File: src/include/bcdec_pkg.sv
// boot configuration decoder: register map, field layout, codes and states
package bcdec_pkg;
  // register indices; byte address is four times the index
  localparam logic [19:0] IDX_EMU_PIN = 20'h00d00;
  localparam logic [19:0] IDX_EMU_OPT = 20'h00d02;
  localparam logic [19:0] IDX_EMU_TLO = 20'h00d04;
  localparam logic [19:0] IDX_EMU_THI = 20'h00d06;
  localparam logic [19:0] IDX_Z1_PIN = 20'h5f008;
  localparam logic [19:0] IDX_Z1_OPT = 20'h5f00a;
  localparam logic [19:0] IDX_Z1_TLO = 20'h5f00c;
  localparam logic [19:0] IDX_Z1_THI = 20'h5f00e;
  localparam logic [19:0] IDX_Z2_PIN = 20'h5f088;
  localparam logic [19:0] IDX_Z2_OPT = 20'h5f08a;
  localparam logic [19:0] IDX_Z2_TLO = 20'h5f08c;
  localparam logic [19:0] IDX_Z2_THI = 20'h5f08e;
  localparam logic [19:0] IDX_STATUS = 20'h00e00;
  localparam logic [19:0] IDX_ENTRY = 20'h00e02;
  localparam logic [19:0] IDX_LOG = 20'h00e04;
  localparam logic [19:0] IDX_TRAP = 20'h00e06;
  localparam logic [31:0] CFG_RESET = 32'h0000_0000;
  // key and option fields
  localparam int KEY_LSB = 24;
  localparam int MST_LSB = 6;
  localparam int ERRPIN_LSB = 4;
  localparam int NODE_LSB = 0;
  localparam logic [7:0] KEY_VALID = 8'h5a;
  localparam logic [7:0] KEY_ALT = 8'ha5;
  localparam logic [1:0] MST_OSC = 2'h0;
  localparam logic [1:0] MST_OFF = 2'h3;
  localparam logic [1:0] ERRPIN_OFF = 2'h3;
  localparam logic [3:0] ERRPIN_MUX = 4'hd;
  localparam logic [7:0] FACTORY_BYTE = 8'h03;
  // boot modes in the low nibble of a table byte
  localparam logic [3:0] MODE_FLASH = 4'h3;
  localparam logic [3:0] MODE_WAIT = 4'h4;
  localparam logic [3:0] MODE_RAM = 4'h5;
  localparam logic [3:0] MODE_SECURE = 4'ha;
  localparam logic [5:0][31:0] FLASH_ENTRY = {32'h0009_fff0, 32'h0009_8000,
    32'h0009_0000, 32'h0008_fff0, 32'h0008_8000, 32'h0008_0000};
  localparam logic [31:0] RAM_ENTRY = 32'h0000_0000;
  localparam int FLASH_OPTS = 6;
  localparam int SECURE_OPTS = 5;
  // event log bits
  localparam int LOG_CLK = 0;
  localparam int LOG_RAM = 1;
  localparam int LOG_ROM = 2;
  localparam int LOG_FLASH = 3;
  localparam int LOG_TRACE = 4;
  localparam int LOG_CFGL = 5;
  localparam int LOG_TRAP = 6;
  localparam int LOG_W = 7;
  localparam logic [1:0] RESP_OKAY = 2'h0;
  localparam logic [1:0] RESP_SLVERR = 2'h2;
  localparam logic [1:0] RESP_DECERR = 2'h3;
  typedef enum logic [3:0] {ST_IDLE, ST_CLKDIV, ST_FLASHUP, ST_TRIM, ST_RAMALL,
    ST_STACK, ST_DECODE, ST_MST, ST_DONE, ST_RUN, ST_WAIT, ST_ERRINIT,
    ST_RESET} bcdec_st_t;
endpackage

File: src/rtl/bcdec_top.sv
// boot configuration decoder: reset-cause sequencer, option decode, axi4-lite regs
// Functional notes
// por or brownout: clkdiv, flash, trim, full ram
// external reset: clkdiv, flash, trim, stack clear
// secure copy, sim or debugger reset: stack clear
// debugger attached selects emulation configuration
// clock, trace, logic nmi: log, clear, continue
// ram or rom error: full ram init, reset
// flash error resets, logged; selftest nmi unlogged
// illegal instruction stores address, then reset
// unsupported interrupts ignored, boot continues
// wiped status shown by nmi watchdog cause
// zone 2 configuration overrides zone 1
// emulation words rewritable, zone words write once
// options word used only with key 0x5a
// bits 7:6 choose memory selftest mode
// pll selftest skipped when pll unlocked
// bits 5:4 pick error pin, locked
// bits 3:0 feed scan node identifier
// flash codes map to six entry points
// ram code 0x05 enters at zero
// secure flash codes map to five entries
// wait mode loops, halt point for debugger
// program pin and options words together; each zone word is written and locked by its own write
// unsupported mode: wait if debugger, else flash
// unrecognised mode with debugger enters wait
// entry address and done strobe after init
//
// The AXI4-Lite register port was decided locally.
`timescale 1ns/1ps
`default_nettype none
module bcdec_top #(
  parameter int IDX_W = 3
) (
  input wire logic aclk,
  input wire logic aresetn,
  input wire logic [31:0] awaddr,
  input wire logic awvalid,
  output logic awready,
  input wire logic [31:0] wdata,
  input wire logic [3:0] wstrb,
  input wire logic wvalid,
  output logic wready,
  output logic [1:0] bresp,
  output logic bvalid,
  input wire logic bready,
  input wire logic [31:0] araddr,
  input wire logic arvalid,
  output logic arready,
  output logic [31:0] rdata,
  output logic [1:0] rresp,
  output logic rvalid,
  input wire logic rready,
  input wire logic por_reset,
  input wire logic brownout_reset,
  input wire logic external_pin_reset,
  input wire logic nmi_watchdog_reset,
  input wire logic secure_copy_reset,
  input wire logic simulated_cpu_reset,
  input wire logic debugger_reset,
  input wire logic debugger_attached,
  input wire logic [IDX_W-1:0] boot_pin_index,
  input wire logic pll_locked,
  input wire logic ram_erased,
  input wire logic clock_fail,
  input wire logic trace_analysis_nmi,
  input wire logic config_logic_nmi,
  input wire logic ram_uncorrectable,
  input wire logic rom_parity_error,
  input wire logic flash_uncorrectable,
  input wire logic selftest_nmi,
  input wire logic illegal_instruction_trap,
  input wire logic [31:0] trap_address,
  input wire logic unsupported_irq,
  output logic clk_div_cfg,
  output logic flash_power_up,
  output logic trim_apply,
  output logic ram_init_all,
  output logic stack_clear,
  output logic nmi_flag_clear,
  output logic device_reset_req,
  output logic memory_selftest_start,
  output logic [1:0] memory_selftest_mode,
  output logic [1:0] error_status_output_sel,
  output logic [3:0] error_status_mux,
  output logic error_status_locked,
  output logic [3:0] scan_node_identifier,
  output logic [31:0] entry_address,
  output logic boot_done,
  output logic wait_loop,
  output logic debug_halt_point
);
  // the table holds eight bytes, so at most three select pins
  if (IDX_W < 1 || IDX_W > 3) begin : g_chk
    $error("IDX_W must lie between 1 and 3");
  end

  typedef struct packed {
    bcdec_pkg::bcdec_st_t st;
    logic full;
    logic ext;
    logic dbg;
    logic [IDX_W-1:0] idx;
    logic [3:0][31:0] emu;
    logic [3:0][31:0] z1;
    logic [3:0][31:0] z2;
    logic [3:0] prog1;
    logic [3:0] prog2;
    logic [bcdec_pkg::LOG_W-1:0] log;
    logic [31:0] trap;
    logic [31:0] entry;
    logic mp_run;
    logic [1:0] mp_mode;
    logic [1:0] errpin;
    logic [3:0] node;
    logic nmi_clr;
    logic wiped;
    logic aw_ok;
    logic [19:0] aw_idx;
    logic w_ok;
    logic [31:0] wd;
    logic [3:0] ws;
    logic bv;
    logic [1:0] br;
    logic rv;
    logic [31:0] rd;
    logic [1:0] rr;
  } bcdec_state_t;

  bcdec_state_t q, d;

  // byte-lane merge of a write into a stored word
  function automatic logic [31:0] bcdec_merge(input logic [31:0] old,
                                              input logic [31:0] nw,
                                              input logic [3:0] st);
    logic [31:0] r;
    r = old;
    for (int i = 0; i < 4; i++)
    begin
      if (st[i])
        r[8*i +: 8] = nw[8*i +: 8];
    end
    return r;
  endfunction

  // table byte to {supported, wait, entry address}
  function automatic logic [33:0] bcdec_entry(input logic [7:0] b);
    logic [3:0] o;
    logic [33:0] r;
    o = b[7:4];
    r = '0;
    case (b[3:0])
      bcdec_pkg::MODE_FLASH:
        if (!o[0] && int'(o[3:1]) < bcdec_pkg::FLASH_OPTS)
          r = {2'b10, bcdec_pkg::FLASH_ENTRY[o[3:1]]};
      bcdec_pkg::MODE_SECURE:
        if (!o[0] && int'(o[3:1]) < bcdec_pkg::SECURE_OPTS)
          r = {2'b10, bcdec_pkg::FLASH_ENTRY[o[3:1]]};
      bcdec_pkg::MODE_RAM:
        if (o == 4'h0)
          r = {2'b10, bcdec_pkg::RAM_ENTRY};
      bcdec_pkg::MODE_WAIT:
        if (o == 4'h0 || o == 4'h2)
          r = {2'b11, 32'h0000_0000};
      default:
        r = '0;
    endcase
    return r;
  endfunction

  // selected configuration set and the decoded boot byte
  logic [31:0] cfg_pin, cfg_opt;
  logic [63:0] cfg_tbl;
  logic opt_key_ok, pin_key_ok, emu_key_bad, active, mp_pll, mp_skip;
  logic [7:0] boot_byte;
  logic [33:0] ent;
  logic [bcdec_pkg::LOG_W-1:0] log_set;
  always_comb
  begin
    if (q.dbg)
    begin
      cfg_pin = q.emu[0];
      cfg_opt = q.emu[1];
      cfg_tbl = {q.emu[3], q.emu[2]};
    end
    else if (q.z2[0][31:bcdec_pkg::KEY_LSB] == bcdec_pkg::KEY_VALID)
    begin
      cfg_pin = q.z2[0];
      cfg_opt = q.z2[1];
      cfg_tbl = {q.z2[3], q.z2[2]};
    end
    else
    begin
      cfg_pin = q.z1[0];
      cfg_opt = q.z1[1];
      cfg_tbl = {q.z1[3], q.z1[2]};
    end
    pin_key_ok = cfg_pin[31:bcdec_pkg::KEY_LSB] == bcdec_pkg::KEY_VALID;
    emu_key_bad = q.dbg && !pin_key_ok &&
                  cfg_pin[31:bcdec_pkg::KEY_LSB] != bcdec_pkg::KEY_ALT;
    opt_key_ok = cfg_opt[31:bcdec_pkg::KEY_LSB] == bcdec_pkg::KEY_VALID;
    boot_byte = pin_key_ok ? cfg_tbl[8*q.idx +: 8] : bcdec_pkg::FACTORY_BYTE;
    ent = bcdec_entry(boot_byte);
    active = q.st inside {bcdec_pkg::ST_CLKDIV, bcdec_pkg::ST_FLASHUP,
                          bcdec_pkg::ST_TRIM, bcdec_pkg::ST_RAMALL,
                          bcdec_pkg::ST_STACK, bcdec_pkg::ST_DECODE,
                          bcdec_pkg::ST_MST};
    mp_pll = q.mp_mode != bcdec_pkg::MST_OSC;
    mp_skip = mp_pll && !pll_locked;
  end

  // boot events that enter the log; unsupported interrupts never do
  always_comb
  begin
    log_set = '0;
    if (active)
    begin
      log_set[bcdec_pkg::LOG_CLK] = clock_fail;
      log_set[bcdec_pkg::LOG_TRACE] = trace_analysis_nmi;
      log_set[bcdec_pkg::LOG_CFGL] = config_logic_nmi;
      log_set[bcdec_pkg::LOG_RAM] = ram_uncorrectable;
      log_set[bcdec_pkg::LOG_ROM] = rom_parity_error;
      log_set[bcdec_pkg::LOG_FLASH] = flash_uncorrectable;
      log_set[bcdec_pkg::LOG_TRAP] = illegal_instruction_trap;
    end
  end

  // next state: sequencer, exception handling and register slave
  always_comb
  begin
    d = q;
    d.nmi_clr = 1'b0;
    d.log = q.log | log_set;
    case (q.st)
      bcdec_pkg::ST_IDLE:
      begin
        d.full = por_reset | brownout_reset;
        d.ext = external_pin_reset | nmi_watchdog_reset;
        d.dbg = debugger_attached;
        d.idx = boot_pin_index;
        d.wiped = nmi_watchdog_reset & ram_erased;
        d.st = (d.full | d.ext) ? bcdec_pkg::ST_CLKDIV : bcdec_pkg::ST_STACK;
      end
      bcdec_pkg::ST_CLKDIV: d.st = bcdec_pkg::ST_FLASHUP;
      bcdec_pkg::ST_FLASHUP: d.st = bcdec_pkg::ST_TRIM;
      bcdec_pkg::ST_TRIM:
        d.st = q.full ? bcdec_pkg::ST_RAMALL : bcdec_pkg::ST_STACK;
      bcdec_pkg::ST_RAMALL, bcdec_pkg::ST_STACK: d.st = bcdec_pkg::ST_DECODE;
      bcdec_pkg::ST_DECODE:
      begin
        if (opt_key_ok)
        begin
          d.mp_mode = cfg_opt[bcdec_pkg::MST_LSB +: 2];
          d.errpin = cfg_opt[bcdec_pkg::ERRPIN_LSB +: 2];
          d.node = cfg_opt[bcdec_pkg::NODE_LSB +: 4];
        end
        else
        begin
          d.mp_mode = bcdec_pkg::MST_OFF;
          d.errpin = bcdec_pkg::ERRPIN_OFF;
        end
        d.mp_run = q.full && d.mp_mode != bcdec_pkg::MST_OFF;
        if (ent[33] && !ent[32] && !emu_key_bad)
        begin
          d.entry = ent[31:0];
          d.st = bcdec_pkg::ST_MST;
        end
        else if (q.dbg)
          d.st = bcdec_pkg::ST_WAIT;
        else
        begin
          d.entry = bcdec_pkg::FLASH_ENTRY[0];
          d.st = ent[32] ? bcdec_pkg::ST_WAIT : bcdec_pkg::ST_MST;
        end
      end
      bcdec_pkg::ST_MST:
        d.st = (ent[32] && q.entry == 32'h0) ? bcdec_pkg::ST_WAIT : bcdec_pkg::ST_DONE;
      bcdec_pkg::ST_DONE: d.st = bcdec_pkg::ST_RUN;
      bcdec_pkg::ST_RUN: d.st = bcdec_pkg::ST_RUN;
      bcdec_pkg::ST_WAIT: d.st = bcdec_pkg::ST_WAIT;
      bcdec_pkg::ST_ERRINIT: d.st = bcdec_pkg::ST_RESET;
      bcdec_pkg::ST_RESET: d.st = bcdec_pkg::ST_RESET;
      default: d.st = bcdec_pkg::ST_IDLE;
    endcase
    // a wait-mode byte chosen in decode must not reach the done strobe
    if (q.st == bcdec_pkg::ST_DECODE && ent[32] && ent[33] && !q.dbg)
      d.st = bcdec_pkg::ST_WAIT;
    // exceptions override the step in progress, worst first
    if (active)
    begin
      if (ram_uncorrectable || rom_parity_error)
        d.st = bcdec_pkg::ST_ERRINIT;
      else if (flash_uncorrectable || selftest_nmi)
        d.st = bcdec_pkg::ST_RESET;
      else if (illegal_instruction_trap)
      begin
        d.trap = trap_address;
        d.st = bcdec_pkg::ST_RESET;
      end
      else if (clock_fail || trace_analysis_nmi || config_logic_nmi)
        d.nmi_clr = 1'b1;
    end
    // write channel: address and data taken in either order
    if (awvalid && awready)
    begin
      d.aw_ok = 1'b1;
      d.aw_idx = awaddr[21:2];
    end
    if (wvalid && wready)
    begin
      d.w_ok = 1'b1;
      d.wd = wdata;
      d.ws = wstrb;
    end
    if (q.aw_ok && q.w_ok)
    begin
      d.aw_ok = 1'b0;
      d.w_ok = 1'b0;
      d.bv = 1'b1;
      d.br = bcdec_pkg::RESP_OKAY;
      case (q.aw_idx)
        bcdec_pkg::IDX_EMU_PIN: d.emu[0] = bcdec_merge(q.emu[0], q.wd, q.ws);
        bcdec_pkg::IDX_EMU_OPT: d.emu[1] = bcdec_merge(q.emu[1], q.wd, q.ws);
        bcdec_pkg::IDX_EMU_TLO: d.emu[2] = bcdec_merge(q.emu[2], q.wd, q.ws);
        bcdec_pkg::IDX_EMU_THI: d.emu[3] = bcdec_merge(q.emu[3], q.wd, q.ws);
        bcdec_pkg::IDX_Z1_PIN, bcdec_pkg::IDX_Z1_OPT, bcdec_pkg::IDX_Z1_TLO,
        bcdec_pkg::IDX_Z1_THI:
          if (q.prog1[q.aw_idx[2:1]])
            d.br = bcdec_pkg::RESP_SLVERR;
          else
          begin
            d.z1[q.aw_idx[2:1]] = bcdec_merge(q.z1[q.aw_idx[2:1]], q.wd, q.ws);
            d.prog1[q.aw_idx[2:1]] = 1'b1;
          end
        bcdec_pkg::IDX_Z2_PIN, bcdec_pkg::IDX_Z2_OPT, bcdec_pkg::IDX_Z2_TLO,
        bcdec_pkg::IDX_Z2_THI:
          if (q.prog2[q.aw_idx[2:1]])
            d.br = bcdec_pkg::RESP_SLVERR;
          else
          begin
            d.z2[q.aw_idx[2:1]] = bcdec_merge(q.z2[q.aw_idx[2:1]], q.wd, q.ws);
            d.prog2[q.aw_idx[2:1]] = 1'b1;
          end
        // write one to clear; an event in the same cycle stays set
        bcdec_pkg::IDX_LOG:
          d.log = (q.log & ~q.wd[bcdec_pkg::LOG_W-1:0]) | log_set;
        bcdec_pkg::IDX_STATUS, bcdec_pkg::IDX_ENTRY, bcdec_pkg::IDX_TRAP:
          d.br = bcdec_pkg::RESP_OKAY;
        default: d.br = bcdec_pkg::RESP_DECERR;
      endcase
    end
    if (q.bv && bready)
      d.bv = 1'b0;
    // read channel: one cycle from address to data
    if (q.rv && rready)
      d.rv = 1'b0;
    if (arvalid && arready)
    begin
      d.rv = 1'b1;
      d.rr = bcdec_pkg::RESP_OKAY;
      d.rd = 32'h0;
      case (araddr[21:2])
        bcdec_pkg::IDX_EMU_PIN: d.rd = q.emu[0];
        bcdec_pkg::IDX_EMU_OPT: d.rd = q.emu[1];
        bcdec_pkg::IDX_EMU_TLO: d.rd = q.emu[2];
        bcdec_pkg::IDX_EMU_THI: d.rd = q.emu[3];
        bcdec_pkg::IDX_Z1_PIN: d.rd = q.z1[0];
        bcdec_pkg::IDX_Z1_OPT: d.rd = q.z1[1];
        bcdec_pkg::IDX_Z1_TLO: d.rd = q.z1[2];
        bcdec_pkg::IDX_Z1_THI: d.rd = q.z1[3];
        bcdec_pkg::IDX_Z2_PIN: d.rd = q.z2[0];
        bcdec_pkg::IDX_Z2_OPT: d.rd = q.z2[1];
        bcdec_pkg::IDX_Z2_TLO: d.rd = q.z2[2];
        bcdec_pkg::IDX_Z2_THI: d.rd = q.z2[3];
        bcdec_pkg::IDX_STATUS:
          d.rd = {q.prog2, q.prog1, 16'h0000, q.wiped, q.dbg, q.ext, q.full,
                  4'(q.st)};
        bcdec_pkg::IDX_ENTRY: d.rd = q.entry;
        bcdec_pkg::IDX_LOG: d.rd = {25'h0, q.log};
        bcdec_pkg::IDX_TRAP: d.rd = q.trap;
        default: d.rr = bcdec_pkg::RESP_DECERR;
      endcase
    end
  end

  // single state register; zone words and flags are otp, so they survive reset
  always_ff @(posedge aclk)
  begin
    if (!aresetn)
    begin
      q <= '0;
      q.z1 <= q.z1;
      q.z2 <= q.z2;
      q.prog1 <= q.prog1;
      q.prog2 <= q.prog2;
      q.st <= bcdec_pkg::ST_IDLE;
      q.emu <= {4{bcdec_pkg::CFG_RESET}};
      q.mp_mode <= bcdec_pkg::MST_OFF;
      q.errpin <= bcdec_pkg::ERRPIN_OFF;
    end
    else
      q <= d;
  end

  // handshakes and outputs
  assign awready = !q.aw_ok && !q.bv;
  assign wready = !q.w_ok && !q.bv;
  assign bvalid = q.bv;
  assign bresp = q.br;
  assign arready = !q.rv;
  assign rvalid = q.rv;
  assign rdata = q.rd;
  assign rresp = q.rr;
  assign clk_div_cfg = q.st == bcdec_pkg::ST_CLKDIV;
  assign flash_power_up = q.st == bcdec_pkg::ST_FLASHUP;
  assign trim_apply = q.st == bcdec_pkg::ST_TRIM;
  assign ram_init_all = q.st inside {bcdec_pkg::ST_RAMALL, bcdec_pkg::ST_ERRINIT};
  assign stack_clear = q.st == bcdec_pkg::ST_STACK;
  assign nmi_flag_clear = q.nmi_clr;
  assign device_reset_req = q.st == bcdec_pkg::ST_RESET;
  assign memory_selftest_start = q.st == bcdec_pkg::ST_MST && q.mp_run && !mp_skip;
  assign memory_selftest_mode = q.mp_mode;
  assign error_status_output_sel = q.errpin;
  assign error_status_mux = (q.errpin == bcdec_pkg::ERRPIN_OFF) ? 4'h0 : bcdec_pkg::ERRPIN_MUX;
  assign error_status_locked = q.errpin != bcdec_pkg::ERRPIN_OFF;
  assign scan_node_identifier = q.node;
  assign entry_address = q.entry;
  assign boot_done = q.st == bcdec_pkg::ST_DONE;
  assign wait_loop = q.st == bcdec_pkg::ST_WAIT;
  assign debug_halt_point = wait_loop && q.dbg;
endmodule
`default_nettype wire

File: config.mk
export PLATFORM = sky130hd
export DESIGN_NAME = bcdec_top
export DESIGN_NICKNAME = d
export VERILOG_FILES = /design/src/include/bcdec_pkg.sv /design/src/rtl/bcdec_top.sv
export SDC_FILE = /design/constraint.sdc
export NUM_CORES = 1
export LEC_CHECK = 0
export ABC_AREA = 1
export ABC_CLOCK_PERIOD_IN_PS = 4510
export BUFFER_PORTS_ARGS = -buffer_cell sky130_fd_sc_hd__buf_2
export CORE_MARGIN = 1
export CORE_UTILIZATION = 30
export CTS_BUF_LIST = sky130_fd_sc_hd__clkbuf_2 sky130_fd_sc_hd__clkbuf_4 sky130_fd_sc_hd__clkbuf_8
export DETAILED_ROUTE_END_ITERATION = 16
export GPL_ROUTABILITY_DRIVEN = 1
export SLEW_MARGIN = 20
export SYNTH_ARGS = -nofsm -noshare
export SYNTH_HDL_FRONTEND = slang
export SYNTH_SLANG_ARGS = --single-unit
File: constraint.sdc
create_clock -name aclk -period 4.51 [get_ports aclk]
set_input_delay 1.353 -clock aclk [delete_from_list [all_inputs] [get_ports aclk]]
set_output_delay 1.353 -clock aclk [all_outputs]
set_load 0.005 [all_outputs]
==> flow_summary_export.csv, run 1 <==
group,metric,value,unit
cts,cts_tree,"yes",
critical_path,r2r_cells,21,
sta,hold_viol,0,
critical_path,cp-end-kind,"flop",
floorplanning,die_h,303,µm
synth,yosysSeqAreaShare,0.504,
grt,gr-usage-all-layers,0.231,
floorplanning,die-area,91700,µm²
critical_path,crit_arrival,4390,ps
cts,clkLatencyLatePin,730,ps
hold_path,hold_path_class,"flop to flop",
grt,grt_antenna_before_repair,5,
floorplanning,ios,258,
synth,synth_mux_area_frac,0,
synth,synth_edf_count,264,
sta,setup_viol,0,
synth,synth_common_cells,"inv_1 (509), nand2_1 (329), o21ai_0 (323), dfxtp_1 (287), o22ai_1 (283)",
synth,yosys_warnings,0,
floorplanning,rows,109,
power,irDropWorstVdd,0.222,mV
cts,hold_buffers,0,
synth,syn_area,27100,µm²
drt,dr_total_vias,25641,
drt,route.detailed.drc,0,
critical_path,r2r_end,"entry_address[19]",
grt,grt_pass1_wl,156,mm
critical_path,setup.worst_path.start,"q[212]",
synth,synth_area_leaders,"edfxtp_1 (29%), dfxtp_1 (21%), inv_1 (7.0%), o22ai_1 (6.5%), o21ai_0 (6.0%)",
final_layout,area_growth,16.0,%
placement,io_buffers,210,
floorplanning,die_w,303,µm
sta,whs,461,ps
synth,netlist_instances,3305,
placement,dp.final_hpwl,75.5,mm
sta,max-slew-margin-rel,0.241,
final_layout,fin_nets,3606,
critical_path,crit_path_max_fanout,28,
synth,synth_top_area_share,0.292,
placement,globalplace.congestion,0.973,
sta,finalMaxSlewViolations,0,
floorplanning,initial_core_util,0.305,
grt,grt-ovfl-total,0,
floorplanning,core-area,89100,µm²
final_layout,layout-drive-gt1-share,0.156,
synth,synth_top_family_by_area,"compound AO/OA/AOI/OAI gates",
synth,post-synth-top-count-cell,"inv_1",
cts,clock-root-buffer,"clkbuf_8",
drt,detail_route.first_pass.iterations,8,
synth,synthDistinctLibCells,45,
drt,wl,109,mm
critical_path,setup.worst_path.end,"entry_address[19]",
critical_path,r2r-start,"q[212]",
critical_path,r2r_slack,720,ps
cts,cts_made_buffers,98,
outcome,status,"complete, no violations",
synth,synth-compound-area-share,0.216,
critical_path,required,5120,ps
cts,path_clk_slew,60,ps
power,powerDensity,423,nW/µm²
critical_path,start_kind,"flop",
drt,drt-wirelength-per-cell,23.2,µm
sta,clock.fmax,264,MHz
drt,avgViaCountPerCell,5.47,
sta,finalClockSkew,43.5,ps
synth,ys_dominant_reg_cell,"dfxtp_1",
synth,synth_xor_area_frac,0,
synth,ys_ff_latch,551,
grt,grt_pass1_vias,23674,
sta,period_share,0.840,
sta,worst_pin_slew,1140,ps
grt,grt_max_degree,81,
drt,drt-initial-drc-count,3232,
sta,fin_crit,3790,ps
cts,cts_resized,0,
cts,cts_setup_buffers,0,
final_layout,diodes,0,
critical_path,critical_path_class,"flop to flop",
cts,clock_path_buffers,3,
sta,fin_tns_setup,0,ps
synth,async_flop_share,0,
cts,cts-htree-levels,3,
synth,post-synth-top-area-cell,"edfxtp_1",
drt,ant_nets,0,
synth,synth_fa_ha_area_frac,0.000922,
sta,rsz0062_at_grt,"no",
cts,clock-sinks,551,
synth,syn_area_per_cell,8.21,µm²
run,cap_violations,0,
synth,yosys.area_share.simple,0.154,
power,p_leak,12.3,nW
[cell usage in the layout, fill, tap and decap left out, types with 17 or more instances in the layout]
master	netlist	routed
clkbuf_4	0	39
nor4_1	35	30
o221ai_1	30	30
conb_1	1	19
nand3_1	219	219
clkbuf_8	0	118
buf_4	80	93
a21oi_1	193	193
nor3_1	18	18
inv_1	509	508
nand2_1	329	327
a211oi_1	105	105
dfxtp_1	287	286
o41ai_1	22	17
buf_2	24	209
o22ai_1	283	283
edfxtp_1	264	264
nand4_1	59	59
nor2_1	266	252
o21ai_0	323	323
[layer usage]
| metal | vias to the layer above | global-route usage | share of wire |
|---|---|---|---|
| met3 | 285 | 0.0511 | 0.099 |
| li1 | 11761 | - | - |
| met4 | 6 | 0.136 | 0.059 |
| met2 | 1493 | 0.363 | 0.45 |
| met1 | 12096 | 0.291 | 0.39 |
| met5 | - | 0 | 0.00037 |
[registers in the layout, summed over array words and instances (netlist names), 2 cells and up]
name and count:
bresp 2, entry_address 4, error_status_output_sel 2, rdata 32
scan_node_identifier 4, memory_selftest_mode 2, q 501
[metrics by stage]
stage | cells | power (mW) | setup slack [ps] | util | cell area (µm²)
detailed placement | 4508 | 8.26 | 353 | 0.329 | 29300
finish | 4691 | 13.3 | 724 | 0.353 | 31500
CTS | 4691 | 13.3 | 918 | 0.353 | 31500
floorplan | 3323 | 7.28 | 611 | - | 27200
global placement | 4508 | 8.24 | 407 | 0.329 | 29300
global route | 4691 | 13.8 | 516 | 0.353 | 31500
[worst max-delay path, stage by stage (launching register included)]
cell and delay [ps]:
edfxtp_1 390, inv_2 100, nand2_1 90, nor2_4 130, nand2_2 490, buf_12 390, o21ai_0 260, nand2_1 80
nand2_1 110, nand3_1 130, nand3_1 130, nand3_1 90, nor2_1 140, nand2_1 80, nor2_1 290, nor2_1 80
nand2_1 220, nand3_2 120, nand2_4 120, nand2_1 60, o211ai_1 80, inv_1 50
[layout make-up]
class	count	area, µm²
well taps	1165	1460
multi-input cells	1956	10300
inverters	523	1970
flip-flops and latches	551	13700
fillers	9297	57600
repair buffers	313	1960
clock inverters	26	219
clock buffers	157	1920
[power breakdown]
part | internal [mW] | switching, mW
Sequential | 5.47 | 0.112
Clock | 2.87 | 2.20
Combinational | 0.675 | 2.00
[kinds of logic after synthesis]
family,Yosys count
AOI/OAI and AO/OA,989
and+or+nand+nor,946
buffers and inverters,816
DFF,551
adders and majority gates,2
other,1
[worst min-delay path by stage]
stage,cells past startpoint,from,slack (ps),end
global placement,2,rdata[20],450,rdata[20]
finish,2,q[152],460,q[152]
global route,2,q[74],490,q[74]
floorplan,2,q[147],420,q[147]
detailed placement,2,rdata[24],450,rdata[24]
CTS,2,rdata[24],460,rdata[24]
No activity file was read; power rests on OpenSTA's default activity.
==> inputs of run 2 (changes only) <==
--- a/config.mk
+++ b/config.mk
@@ -5,8 +5,8 @@
 export SDC_FILE = /design/constraint.sdc
 export NUM_CORES = 1
 export LEC_CHECK = 0
-export ABC_AREA = 1
-export ABC_CLOCK_PERIOD_IN_PS = 4510
+export ABC_AREA = 0
+export ABC_CLOCK_PERIOD_IN_PS = 3750
 export BUFFER_PORTS_ARGS = -buffer_cell sky130_fd_sc_hd__buf_2
 export CORE_MARGIN = 1
 export CORE_UTILIZATION = 30
==> constraint.sdc (replaced) <==
create_clock -name aclk -period 3.75 [get_ports aclk]
set_input_delay 1.125 -clock aclk [delete_from_list [all_inputs] [get_ports aclk]]
set_output_delay 1.125 -clock aclk [all_outputs]
set_load 0.005 [all_outputs]
==> run 2 against run 1 <==
  * Sequential cell count unchanged
  * Via count decreased by 11%
  * Setup slack got worse by 570 ps
  * Combinational power decreased by 33%
  * Core utilization increased by 0.54 points
  * Global-route usage decreased by 1.1 points
  * Design area decreased by 2.3%
  * Register-to-register slack got worse by 570 ps
  * Clock power increased by 3%
  * Clock skew increased by 0.72 ps
  * Power increased by 2.8%
  * Area after synthesis decreased by 3.8%
==> flow_summary_export.csv, run 2 <==
group,metric,value,unit
outcome,status,"complete, no violations",
floorplanning,core-area,85700,µm²
cts,clock-root-buffer,"clkbuf_8",
sta,hold_viol,0,
sta,setup_viol,0,
synth,synth_fa_ha_area_frac,0.000959,
placement,dp_cells,3874,
synth,syn_area,26100,µm²
drt,wl,99.5,mm
synth,syn_area_per_cell,9.95,µm²
drt,detail_route.first_pass.iterations,8,
drt,drt-initial-drc-count,2668,
placement,globalplace.congestion,0.966,
final_layout,layout_common_cells,"nand2_1 (588), dfxtp_1 (284), a21oi_1 (266)",
synth,synth_mux_area_frac,0.0843,
sta,rsz0062_at_grt,"no",
critical_path,critical_path_class,"flop to flop",
synth,synth_common_cells,"nand2_1 (588), dfxtp_1 (287), a21oi_1 (266), edfxtp_1 (264), a22oi_1 (163)",
final_layout,regMostFlops,"q",
cts,clock_path_buffers,3,
grt,grt_pass1_wl,145,mm
floorplanning,die-area,88200,µm²
drt,route.detailed.drc,0,
sta,finalClockSkew,44.3,ps
hold_path,hold_path_class,"flop to flop",
critical_path,start_kind,"flop",
critical_path,crit_buf_inv,5,
synth,synthDistinctLibCells,82,
critical_path,r2r_end,"q[578]",
synth,yosys.area_share.simple,0.158,
final_layout,largest_reg_flops,501,
floorplanning,ios,258,
synth,post-synth-top-count-cell,"nand2_1",
final_layout,utilization,0.359,
sta,max-slew-margin-rel,0.237,
final_layout,fin_nets,2980,
drt,dr_total_vias,22811,
final_layout,multiInputGateArea,11100,µm²
power,powerDensity,446,nW/µm²
critical_path,required,4330,ps
floorplanning,initial_core_util,0.305,
synth,async_flop_share,0,
grt,gr-usage-all-layers,0.220,
critical_path,cp_common_cell,"buf_4",
cts,clkLatencyLatePin,720,ps
synth,synth-compound-area-share,0.170,
final_layout,final_cells,4026,
synth,synth_xor_area_frac,0.00101,
cts,cts_setup_buffers,0,
critical_path,path_delay_family,"compound AO/OA/AOI/OAI gates",
cts,cts_tree,"yes",
final_layout,layout_commonest_cell,"nand2_1",
cts,hold_buffers,0,
sta,worst_pin_slew,1150,ps
sta,fin_crit,3600,ps
critical_path,r2r_slack,150,ps
synth,post-synth-top-area-cell,"edfxtp_1",
placement,io_buffers,210,
power,p_leak,10.6,nW
hold_path,whs_endpoint,"q[456]",
synth,yosysSeqAreaShare,0.524,
grt,grt-ovfl-total,0,
hold_path,worstHoldStart,"q[456]",
critical_path,crit_path_max_fanout,14,
placement,place_area,29000,µm²
sta,finalMaxSlewViolations,0,
drt,avgViaCountPerCell,5.67,
final_layout,design_area,30700,µm²
floorplanning,die_h,297,µm
drt,drt-wirelength-per-cell,24.7,µm
cts,path_clk_slew,70,ps
critical_path,cp-end-kind,"flop",
grt,grt_antenna_before_repair,3,
synth,synth_edf_count,264,
cts,cts_made_buffers,85,
final_layout,fill_cells,8748,
cts,clock-sinks,551,
final_layout,layout-drive-gt1-share,0.219,
grt,grt_pass1_vias,21787,
synth,synth_area_leaders,"edfxtp_1 (30%), dfxtp_1 (22%), nand2_1 (8.5%), mux4_2 (7.5%), a21oi_1 (5.1%)",
critical_path,r2r_cells,14,
power,irDropWorstVdd,0.306,mV
sta,fin_tns_setup,0,ps
final_layout,area_growth,17.8,%
floorplanning,rows,107,
placement,dp.final_hpwl,70.3,mm
synth,netlist_instances,2623,
critical_path,crit_arrival,4180,ps
synth,ys_ff_latch,551,
run,cap_violations,0,
synth,ys_dominant_reg_cell,"dfxtp_1",
drt,ant_nets,0,
sta,layout_setup_ws,153,ps
floorplanning,die_w,297,µm
hold_path,min_path_cells,2,
synth,yosys_warnings,0,
sta,period_share,0.959,
placement,preCtsSetupSlack,-57.7,ps
critical_path,r2r-start,"q[212]",
sta,clock.fmax,278,MHz
grt,grt_max_degree,108,
critical_path,crit_chain,"buf_4, nor4b_4, buf_4, and3_1, a211oi_1, buf_4, o41ai_1, o221ai_1, and4b_1, buf_4, nand2_1, inv_1, o21a_1, o31a_1",
final_layout,register_area,13700,µm²
synth,synth_top_area_share,0.304,
critical_path,slowest_stage,"o41ai_1",
synth,synth_top_family_by_area,"compound AO/OA/AOI/OAI gates",
critical_path,cpPeakStageDelay,400,ps
cts,cts-htree-levels,3,
==> run 2: changes by cell type after synthesis, moves of 35 or more <==
cell      change
nand2_1     +259
a21oi_1      +73
nor2_1      -161
o21ai_0     -222
a211oi_1     -79
a221oi_1     +35
mux4_2       +87
inv_1       -435
a22oi_1     +163
o22ai_1     -263
nand3_1     -194
==> run 2: kinds of logic after synthesis <==
kind of cell	Yosys count
buf+inv	337
other cells	1
compound gates	696
simple gates	923
mux	110
flops	551
xor+xnor	3
fa+ha+maj	2
==> run 2: worst reg2reg max path, stage by stage, from the launching register on <==
cell and delay (ps):
edfxtp_1 390, buf_4 170, nor4b_4 370, buf_4 310, and3_1 200, a211oi_1 50, buf_4 170, o41ai_1 400
o221ai_1 220, and4b_1 290, buf_4 140, nand2_1 190, inv_1 110, o21a_1 190, o31a_1 270
==> run 2: per-stage QoR <==
stage | hold slack, ps | total power [mW]
3_3_place_gp | 438 | 8.58
4_1_cts | 451 | 13.7
3_5_place_dp | 443 | 8.59
6_report | 449 | 13.7
2_1_floorplan | 431 | 7.91
5_1_grt | 463 | 14.2
==> run 2: cell type report <==
cell class | count | share of cell area
well taps | 1144 | 0.0465
repair buffers | 351 | 0.0838
diodes | 1 | 0.0000814
flip-flops and latches | 551 | 0.445
multi-input cells | 1753 | 0.359
inverters | 75 | 0.00940
clock buffers | 122 | 0.0495
clock inverters | 29 | 0.00635
==> run 2: what timing repair did <==
action / in CTS / in global routing
hold endpoints to repair: 0 / 0
endpoints found under the setup margin: 0 / 3
gates resized for setup: 0 / 4
==> run 2: worst max-delay path by stage <==
stage | from | end | slack (ps) | depth (start not counted)
5_1_grt | q[210] | q[578] | 30 | 13
6_report | q[212] | q[578] | 150 | 14
3_5_place_dp | araddr[12] | rdata[15] | -60 | 13
4_1_cts | q[210] | q[576] | 160 | 13
3_3_place_gp | araddr[11] | rdata[10] | -60 | 12
2_1_floorplan | q[79] | q[282] | 70 | 7
==> run 2: power by group <==
group	internal, mW	switching (mW)	leakage (nW)	total [mW]
clock	2.74	2.45	0.887	5.20
combinational	0.708	1.08	4.99	1.79
sequential	6.46	0.265	4.68	6.72
==> run 2: routing by layer <==
metal / wire [µm] / GRT usage
met5: 122 / 0
met4: 4590 / 0.0916
met3: 12500 / 0.0582
met2: 42400 / 0.323
met1: 39900 / 0.304
